--- config.mk ---
export PLATFORM = sky130hd
export DESIGN_NAME = pmp_protect
export DESIGN_NICKNAME = d
export VERILOG_FILES = /design/src/rtl/pmp_pkg.sv /design/src/rtl/pmp_region_chk.sv /design/src/rtl/pmp_ext_gate.sv /design/src/rtl/pmp_protect.sv
export SDC_FILE = /design/constraint.sdc
export NUM_CORES = 1
export LEC_CHECK = 0
export ABC_AREA = 1
export BUFFER_PORTS_ARGS = -buffer_cell sky130_fd_sc_hd__buf_2
export CAP_MARGIN = 40
export CORE_AREA = 5 5 94 132
export DETAILED_ROUTE_END_ITERATION = 10
export DIE_AREA = 0 0 99 137
export HOLD_SLACK_MARGIN = 0.08
export PLACE_DENSITY = 0.84
export SYNTH_ARGS = -nofsm -noshare
export SYNTH_HDL_FRONTEND = slang
export SYNTH_HIERARCHICAL = 1
export SYNTH_SLANG_ARGS = --single-unit
export TNS_END_PERCENT = 10
--- constraint.sdc ---
create_clock -name core_clk -period 5.4 [get_ports core_clk]
set_input_delay 0 -clock core_clk [delete_from_list [all_inputs] [get_ports core_clk]]
set_output_delay 0 -clock core_clk [all_outputs]
set_load 0.02 [all_outputs]
--- src/rtl/pmp_pkg.sv ---
package pmp_pkg;

	// Register byte offsets on the AHB-Lite slave
	localparam logic [11:0] CONFIG_OFS = 12'h000;
	localparam logic [11:0] STATUS_OFS = 12'h004;

	// Field positions in CONFIG
	localparam int unsigned CP_N_BIT      = 0;
	localparam int unsigned APP_LOCK_BIT  = 1;
	localparam int unsigned SAF_LOCK_BIT  = 2;
	localparam int unsigned BOOT_LOCK_BIT = 3;
	localparam int unsigned CFG_LOCK_BIT  = 4;
	localparam int unsigned DATA_CP_N_BIT = 8;

	// Reset value of CONFIG: both protections off, no region locked
	localparam logic [31:0] CONFIG_RST = 32'h0000_0101;

	// Field positions in STATUS
	localparam int unsigned EXT_CNT_LSB = 0;
	localparam int unsigned CPU_CNT_LSB = 16;
	localparam int unsigned CNT_W       = 16;
	localparam logic [15:0] CNT_RST     = 16'h0000;

	// Region sizes in words, boot at the bottom, storage area at the top
	localparam int unsigned BOOT_WORDS = 512;
	localparam int unsigned SAF_WORDS  = 128;

	// Memory read latency, fixed by the pipeline: mem_rd_en to data
	localparam int unsigned MEM_RD_LAT = 1;

	typedef enum logic [1:0] {
		PMP_REG_APP,
		PMP_REG_SAF,
		PMP_REG_BOOT,
		PMP_REG_CFG
	} pmp_region_t;

	typedef enum logic [1:0] {
		PMP_EXT_IDLE,
		PMP_EXT_RD,
		PMP_EXT_HOLD
	} pmp_ext_state_t;

endpackage : pmp_pkg

--- src/rtl/pmp_region_chk.sv ---
module pmp_region_chk #(
	parameter int ADDR_W     = 11,
	parameter int BOOT_WORDS = pmp_pkg::BOOT_WORDS,
	parameter int SAF_WORDS  = pmp_pkg::SAF_WORDS
) (
	input  wire logic [ADDR_W-1:0]   addr,
	input  wire logic                cfg_space,
	input  wire logic                app_region_write_lock,
	input  wire logic                storage_area_write_lock,
	input  wire logic                boot_region_write_lock,
	input  wire logic                config_region_write_lock,
	output pmp_pkg::pmp_region_t     region,
	output logic                     locked
);

	generate
		if (BOOT_WORDS + SAF_WORDS > (1 << ADDR_W) || ADDR_W > 16) begin : g_bad
			$error("pmp_region_chk: regions do not fit the address space");
		end
	endgenerate

	localparam logic [ADDR_W-1:0] BOOT_LIM = ADDR_W'(BOOT_WORDS);
	localparam logic [ADDR_W-1:0] SAF_BASE =
		ADDR_W'((1 << ADDR_W) - SAF_WORDS);

	wire logic in_boot;
	wire logic in_saf;

	assign in_boot = (addr < BOOT_LIM);
	assign in_saf  = (SAF_WORDS != 0) && (addr >= SAF_BASE);

	assign region = cfg_space ? pmp_pkg::PMP_REG_CFG :
		in_boot ? pmp_pkg::PMP_REG_BOOT :
		in_saf ? pmp_pkg::PMP_REG_SAF : pmp_pkg::PMP_REG_APP;

	assign locked = (region == pmp_pkg::PMP_REG_CFG)
			? config_region_write_lock :
		(region == pmp_pkg::PMP_REG_BOOT) ? boot_region_write_lock :
		(region == pmp_pkg::PMP_REG_SAF) ? storage_area_write_lock :
		app_region_write_lock;

endmodule : pmp_region_chk

--- src/rtl/pmp_ext_gate.sv ---
module pmp_ext_gate #(
	parameter int DATA_W = 14
) (
	input  wire logic              core_clk,
	input  wire logic              srst,
	input  wire logic              ext_req,
	input  wire logic              ext_we,
	input  wire logic              code_protect_n,
	input  wire logic              grant,
	input  wire logic              rd_done,
	input  wire logic [DATA_W-1:0] mem_rdata,
	output logic                   ext_take,
	output logic                   ext_mem_rd,
	output logic                   ext_mem_wr,
	output logic                   ext_ack,
	output logic                   ext_refused,
	output logic [DATA_W-1:0]      ext_rdata
);

	generate
		if (DATA_W < 1) begin : g_bad
			$error("pmp_ext_gate: data width must be positive");
		end
	endgenerate

	pmp_pkg::pmp_ext_state_t state;

	assign ext_take = ext_req && grant && (state == pmp_pkg::PMP_EXT_IDLE);

	assign ext_mem_rd = ext_take && code_protect_n && !ext_we;
	assign ext_mem_wr = ext_take && code_protect_n && ext_we;

	always_ff @(posedge core_clk) begin
		if (srst) begin
			state       <= pmp_pkg::PMP_EXT_IDLE;
			ext_ack     <= 1'b0;
			ext_refused <= 1'b0;
			ext_rdata   <= '0;
		end else begin
			ext_ack     <= 1'b0;
			ext_refused <= 1'b0;
			case (state)
				pmp_pkg::PMP_EXT_IDLE: begin
					if (ext_take && !code_protect_n) begin
						ext_ack     <= 1'b1;
						ext_refused <= 1'b1;
						ext_rdata   <= '0;
						state       <= pmp_pkg::PMP_EXT_HOLD;
					end else if (ext_take && ext_we) begin
						ext_ack <= 1'b1;
						state   <= pmp_pkg::PMP_EXT_HOLD;
					end else if (ext_take) begin
						state <= pmp_pkg::PMP_EXT_RD;
					end
				end
				pmp_pkg::PMP_EXT_RD: begin
					if (rd_done) begin
						ext_ack   <= 1'b1;
						ext_rdata <= mem_rdata;
						state     <= pmp_pkg::PMP_EXT_HOLD;
					end
				end
				pmp_pkg::PMP_EXT_HOLD: begin
					// A held request is not taken twice
					if (!ext_req) begin
						state <= pmp_pkg::PMP_EXT_IDLE;
					end
				end
				default: begin
					state <= pmp_pkg::PMP_EXT_IDLE;
				end
			endcase
		end
	end

endmodule : pmp_ext_gate

--- src/rtl/pmp_protect.sv ---
// The AHB-Lite slave port and the placing of the registers were chosen for this implementation.
module pmp_protect #(
	parameter int ADDR_W     = 11,
	parameter int DATA_W     = 14,
	parameter int BOOT_WORDS = pmp_pkg::BOOT_WORDS,
	parameter int SAF_WORDS  = pmp_pkg::SAF_WORDS
) (
	input  wire logic              core_clk,
	input  wire logic              srst,
	input  wire logic              hsel,
	input  wire logic [31:0]       haddr,
	input  wire logic [1:0]        htrans,
	input  wire logic              hwrite,
	input  wire logic [2:0]        hsize,
	input  wire logic [31:0]       hwdata,
	input  wire logic              hready,
	output logic                   hreadyout,
	output logic [31:0]            hrdata,
	output logic                   hresp,
	input  wire logic              cpu_rd_req,
	input  wire logic              cpu_wr_req,
	input  wire logic              cpu_erase,
	input  wire logic              cpu_cfg_space,
	input  wire logic [ADDR_W-1:0] cpu_addr,
	input  wire logic [DATA_W-1:0] cpu_wdata,
	output logic [DATA_W-1:0]      cpu_rdata,
	output logic                   cpu_rd_valid,
	output logic                   cpu_wr_blocked,
	input  wire logic              ext_req,
	input  wire logic              ext_we,
	input  wire logic              ext_cfg_space,
	input  wire logic [ADDR_W-1:0] ext_addr,
	input  wire logic [DATA_W-1:0] ext_wdata,
	output logic                   ext_ack,
	output logic                   ext_refused,
	output logic [DATA_W-1:0]      ext_rdata,
	output logic                   mem_rd_en,
	output logic                   mem_wr_en,
	output logic                   mem_erase,
	output logic                   mem_cfg_space,
	output logic [ADDR_W-1:0]      mem_addr,
	output logic [DATA_W-1:0]      mem_wdata,
	input  wire logic [DATA_W-1:0] mem_rdata,
	output logic                   data_protect_n
);

	generate
		if (DATA_W < 1 || DATA_W > 32 || ADDR_W < 1) begin : g_bad
			$error("pmp_protect: unsupported data or address width");
		end
	endgenerate

	// Configuration and status registers
	logic [31:0]              config_q;
	logic [pmp_pkg::CNT_W-1:0] ext_cnt;
	logic [pmp_pkg::CNT_W-1:0] cpu_cnt;

	// AHB-Lite data phase state
	logic        wr_pend;
	logic        rd_pend;
	logic [11:0] ph_addr;

	// Read return pipeline
	logic rd1_cpu;
	logic rd1_ext;
	logic rd2_cpu;
	logic rd2_ext;

	wire logic                code_protect_n;
	wire logic                app_lock;
	wire logic                saf_lock;
	wire logic                boot_lock;
	wire logic                cfg_lock;
	wire logic                ahb_go;
	wire logic                cfg_wr;
	wire logic                sts_wr;
	wire logic                cpu_busy;
	wire logic                cpu_locked;
	wire logic                cpu_wr_ok;
	wire logic                cpu_wr_sup;
	wire pmp_pkg::pmp_region_t cpu_region;
	wire logic                ext_take;
	wire logic                ext_mem_rd;
	wire logic                ext_mem_wr;
	wire logic [31:0]         status_word;

	assign code_protect_n = config_q[pmp_pkg::CP_N_BIT];
	assign app_lock       = config_q[pmp_pkg::APP_LOCK_BIT];
	assign saf_lock       = config_q[pmp_pkg::SAF_LOCK_BIT];
	assign boot_lock      = config_q[pmp_pkg::BOOT_LOCK_BIT];
	assign cfg_lock       = config_q[pmp_pkg::CFG_LOCK_BIT];

	assign data_protect_n = config_q[pmp_pkg::DATA_CP_N_BIT];

	// Zero wait states; every transfer is answered OKAY
	assign hreadyout = 1'b1;
	assign hresp     = 1'b0;
	assign ahb_go    = hsel && hready && htrans[1];
	assign cfg_wr    = wr_pend && (ph_addr == pmp_pkg::CONFIG_OFS);
	assign sts_wr    = wr_pend && (ph_addr == pmp_pkg::STATUS_OFS);

	assign status_word = {cpu_cnt, ext_cnt};

	// Mux of flip-flops; a read right after a write sees the new value
	assign hrdata = !rd_pend ? 32'h0000_0000 :
		(ph_addr == pmp_pkg::CONFIG_OFS) ? config_q :
		(ph_addr == pmp_pkg::STATUS_OFS) ? status_word : 32'h0000_0000;

	always_ff @(posedge core_clk) begin
		if (srst) begin
			wr_pend <= 1'b0;
			rd_pend <= 1'b0;
			ph_addr <= 12'h000;
		end else begin
			wr_pend <= ahb_go && hwrite;
			rd_pend <= ahb_go && !hwrite;
			if (ahb_go) begin
				ph_addr <= haddr[11:0];
			end
		end
	end

	always_ff @(posedge core_clk) begin
		if (srst) begin
			config_q <= pmp_pkg::CONFIG_RST;
		end else if (cfg_wr) begin
			config_q <= hwdata & 32'h0000_011F;
		end
	end

	// CPU side: reads pass untouched, writes checked by region only
	pmp_region_chk #(
		.ADDR_W     (ADDR_W),
		.BOOT_WORDS (BOOT_WORDS),
		.SAF_WORDS  (SAF_WORDS)
	) u_region (
		.addr                     (cpu_addr),
		.cfg_space                (cpu_cfg_space),
		.app_region_write_lock    (app_lock),
		.storage_area_write_lock  (saf_lock),
		.boot_region_write_lock   (boot_lock),
		.config_region_write_lock (cfg_lock),
		.region                   (cpu_region),
		.locked                   (cpu_locked)
	);

	assign cpu_wr_ok  = cpu_wr_req && !cpu_rd_req && !cpu_locked;
	assign cpu_wr_sup = cpu_wr_req && !cpu_rd_req && cpu_locked;
	assign cpu_busy   = cpu_rd_req || cpu_wr_req;

	pmp_ext_gate #(
		.DATA_W (DATA_W)
	) u_ext (
		.core_clk       (core_clk),
		.srst           (srst),
		.ext_req        (ext_req),
		.ext_we         (ext_we),
		.code_protect_n (code_protect_n),
		.grant          (!cpu_busy),
		.rd_done        (rd2_ext),
		.mem_rdata      (mem_rdata),
		.ext_take       (ext_take),
		.ext_mem_rd     (ext_mem_rd),
		.ext_mem_wr     (ext_mem_wr),
		.ext_ack        (ext_ack),
		.ext_refused    (ext_refused),
		.ext_rdata      (ext_rdata)
	);

	// Memory port: CPU first, external only when the CPU is quiet
	always_ff @(posedge core_clk) begin
		if (srst) begin
			mem_rd_en     <= 1'b0;
			mem_wr_en     <= 1'b0;
			mem_erase     <= 1'b0;
			mem_cfg_space <= 1'b0;
			mem_addr      <= '0;
			mem_wdata     <= '0;
		end else begin
			mem_rd_en     <= cpu_rd_req || ext_mem_rd;
			mem_wr_en     <= cpu_wr_ok || ext_mem_wr;
			mem_erase     <= cpu_wr_ok && cpu_erase;
			mem_cfg_space <= cpu_busy ? cpu_cfg_space : ext_cfg_space;
			mem_addr      <= cpu_busy ? cpu_addr : ext_addr;
			mem_wdata     <= cpu_busy ? cpu_wdata : ext_wdata;
		end
	end

	always_ff @(posedge core_clk) begin
		if (srst) begin
			rd1_cpu      <= 1'b0;
			rd1_ext      <= 1'b0;
			rd2_cpu      <= 1'b0;
			rd2_ext      <= 1'b0;
			cpu_rd_valid <= 1'b0;
			cpu_rdata    <= '0;
		end else begin
			rd1_cpu      <= cpu_rd_req;
			rd1_ext      <= ext_mem_rd;
			rd2_cpu      <= rd1_cpu;
			rd2_ext      <= rd1_ext;
			cpu_rd_valid <= rd2_cpu;
			if (rd2_cpu) begin
				cpu_rdata <= mem_rdata;
			end
		end
	end

	always_ff @(posedge core_clk) begin
		if (srst) begin
			cpu_wr_blocked <= 1'b0;
		end else begin
			cpu_wr_blocked <= cpu_wr_sup;
		end
	end

	// Event counters; a count in the clearing cycle survives the clear
	always_ff @(posedge core_clk) begin
		if (srst) begin
			ext_cnt <= pmp_pkg::CNT_RST;
			cpu_cnt <= pmp_pkg::CNT_RST;
		end else begin
			ext_cnt <= (sts_wr ? pmp_pkg::CNT_RST : ext_cnt) +
				pmp_pkg::CNT_W'(ext_take && !code_protect_n);
			cpu_cnt <= (sts_wr ? pmp_pkg::CNT_RST : cpu_cnt) +
				pmp_pkg::CNT_W'(cpu_wr_sup);
		end
	end
endmodule : pmp_protect

==> results_dict.tcl <==
set metrics [dict create \
    dpl.hpwl_um 10100 \
    cpMostUsedCell "nand2_1" \
    core_area_mm2 0.0111 \
    yosys_warnings 6 \
    p_seq_frac 0.391 \
    p_int_mw 1.76 \
    num_vias 6102 \
    cap_violations 0 \
    critPathRequiredTime_ns 5.74 \
    cts_tree "done" \
    finClkSkew_ns 0.00799 \
    worstHoldStart "cpu_cfg_space" \
    worstPathCellList "nor2_1 > nand2_1 > nor2_4 > nand3_4 > nand2_1 > inv_1 > ha_1 > ha_1 > nand2_1 > nand3b_1 > nor2_4 > nand2_2 > nor2_1 > nand2_1 > nand2_1 > nor2_2" \
    start_kind "flop" \
    antenna_found_initial 0 \
    r2r-end "cpu_cnt[12]" \
    min_to "mem_wr_en" \
    ant_nets 0 \
    syn_nets 939 \
    drt_iter0_markers 307 \
    start_util 0.496 \
    viasPerCell 5.00 \
    ir_worst_vdd_mv 0.235 \
    grt_pass1_wl_um 28400 \
    io_pins 241 \
    dr.pass1.iters 4 \
    syn-cell-area_mm2 0.00551 \
    synthCells 790 \
    place.gp.congestion 0.789 \
    min_period_ns 2.67 \
    portBuffers 188 \
    setup_viol_count_final 0 \
    crit_fanout 55 \
    grt_max_degree 83 \
    p_sw_mw 0.592 \
    dieWidth_um 99 \
    hold_viol_final 0 \
    arrival_ns 3.01 \
    num_antenna_cells 0 \
    syn_area_per_cell_um2 6.97 \
    grt_pass1_vias 6109 \
    cp_top_family "simple AND/OR/NAND/NOR gates" \
    critical-path-max-stage-delay_ns 0.52 \
    totalWireLength_um 17600 \
    reg2reg_from "ph_addr[4]" \
    fin_nets 1212 \
    cts_sinks 119 \
    status "complete, no violations" \
    clock_latency_ns 0.41 \
    maxSlewHeadroom 0.439 \
    regToRegSetupSlack_ns 2.73 \
    clockRootBuffer "clkbuf_16" \
    setup_tns_ns 0 \
    path_clk_slew_ns 0.06 \
    cts_hold_buf 98 \
    grt.total_usage 0.262 \
    overflow 0 \
    tightest_slew_ns 0.839 \
    worstRegToRegCells 16 \
    critPathSlowestCell "nand3_4" \
    critPathCaptureType "flop" \
    rsz0062_at_grt "no" \
    clock_path_buffers 2 \
    clkPwrFrac 0.502 \
    path_class "flop to flop" \
    fmax_ghz 0.375 \
    num_rows 46 \
    p_per_area_mw_per_mm2 292 \
    drive_gt1_frac 0.253 \
    die-area_mm2 0.0136 \
    power_frac_comb 0.107 \
    die_height_um 137 \
    hold_class "primary input to flop" \
    cts_resized 0 \
    cellLeakagePower_nw 3.76 \
    sw_frac_of_total 0.252 \
    worst-path-buf-inv 1 \
    detail_route.wl_per_cell_um 14.4 \
    fin_crit_sh 0.494 \
    drt_drc_violations_left 0 \
    cts_made_buffers 17 \
    htreeDepth 4 \
    final_util 0.723 \
    syn_to_final_growth_pct 45.9 \
    cts_setup_buffers 0 \
    min_path_cells 6 \
    drv_slew 0 \
]
==> placed cells by master, fill, tap and decap left out, types with 2 or more instances in the layout <==
cell and n:
a21oi_1 43, buf_2 188, bufinv_16 3, clkbuf_16 17, clkinv_4 5, conb_1 2
dfxtp_1 119, dlygate4sd3_1 98, ha_1 4, inv_1 73, inv_2 5, inv_6 4
nand2_1 157, nand2_2 14, nand3_1 28, nand3_2 4, nand3_4 7, nand3b_1 5
nor2_1 181, nor2_2 13, nor2_4 4, nor3_1 17, o21ai_0 63, o21ai_1 9
==> how the worst max path moves through the flow <==
stage / start / cells after the start / to / slack [ns]
after floorplan: ph_addr[11] / 17 / cpu_cnt[8] / 3.30
after global placement: cpu_rd_req / 16 / ext_cnt[12] / 2.63
after detailed placement: ph_addr[4] / 15 / cpu_cnt[8] / 2.77
after CTS: ph_addr[4] / 15 / cpu_cnt[8] / 2.76
after global routing: ph_addr[5] / 16 / ext_cnt[12] / 2.46
final: ph_addr[4] / 16 / cpu_cnt[12] / 2.73
==> tightest hold or removal path, delay by kind of cell <==
family / cells / cell delay (ns)
simple gates: 3 / 0.27
buf+inv: 2 / 0.24
compound gates: 1 / 0.07
==> state kept, by name, indices dropped and copies added (netlist names), 2 cells and up <==
| signal | cells |
|---|---|
| u_ext/ext_rdata | 14 |
| mem_addr | 11 |
| config_q | 6 |
| mem_wdata | 14 |
| cpu_cnt | 16 |
| ext_cnt | 16 |
| u_ext/state | 2 |
| ph_addr | 12 |
| cpu_rdata | 14 |
==> cell type report <==
type                       instances  area [µm²]
clock buffer                      17         425
clock inverter                    15         193
fill                             810        3070
inverter                          79         297
multi-input combinational        558        2610
sequential                       119        2380
tap                              144         180
timing repair buffer             288        1940
==> stage by stage <==
step                hold WS [ns]  std cells  area, µm²  power [mW]  setup slack (ns)
finish                     0.218       1220       8030        2.35              2.73
detailed placement         0.184       1090       6430        1.12              2.77
CTS                        0.168       1220       8030        2.35              2.76
floorplan                 0.0691        790       5510        1.04              3.30
global route               0.270       1220       8030        2.43              2.46
global placement           0.179       1089       6420        1.11              2.63
==> routing by layer <==
layer	wire [µm]	up-vias	global-route usage
li1	-	3024	-
met1	6540	2747	0.274
met2	9040	277	0.472
met3	1400	54	0.0852
met4	611	0	0.121
met5	0	-	0
==> power groups by stage <==
stage	Combinational [mW]	Sequential (mW)	Clock [mW]
4_1_cts	0.238	0.917	1.19
2_1_floorplan	0.0804	0.961	0
6_report	0.251	0.918	1.18
5_1_grt	0.274	0.920	1.24
3_3_place_gp	0.178	0.934	0
3_5_place_dp	0.182	0.935	0
(Power assumes the default switching activity.)
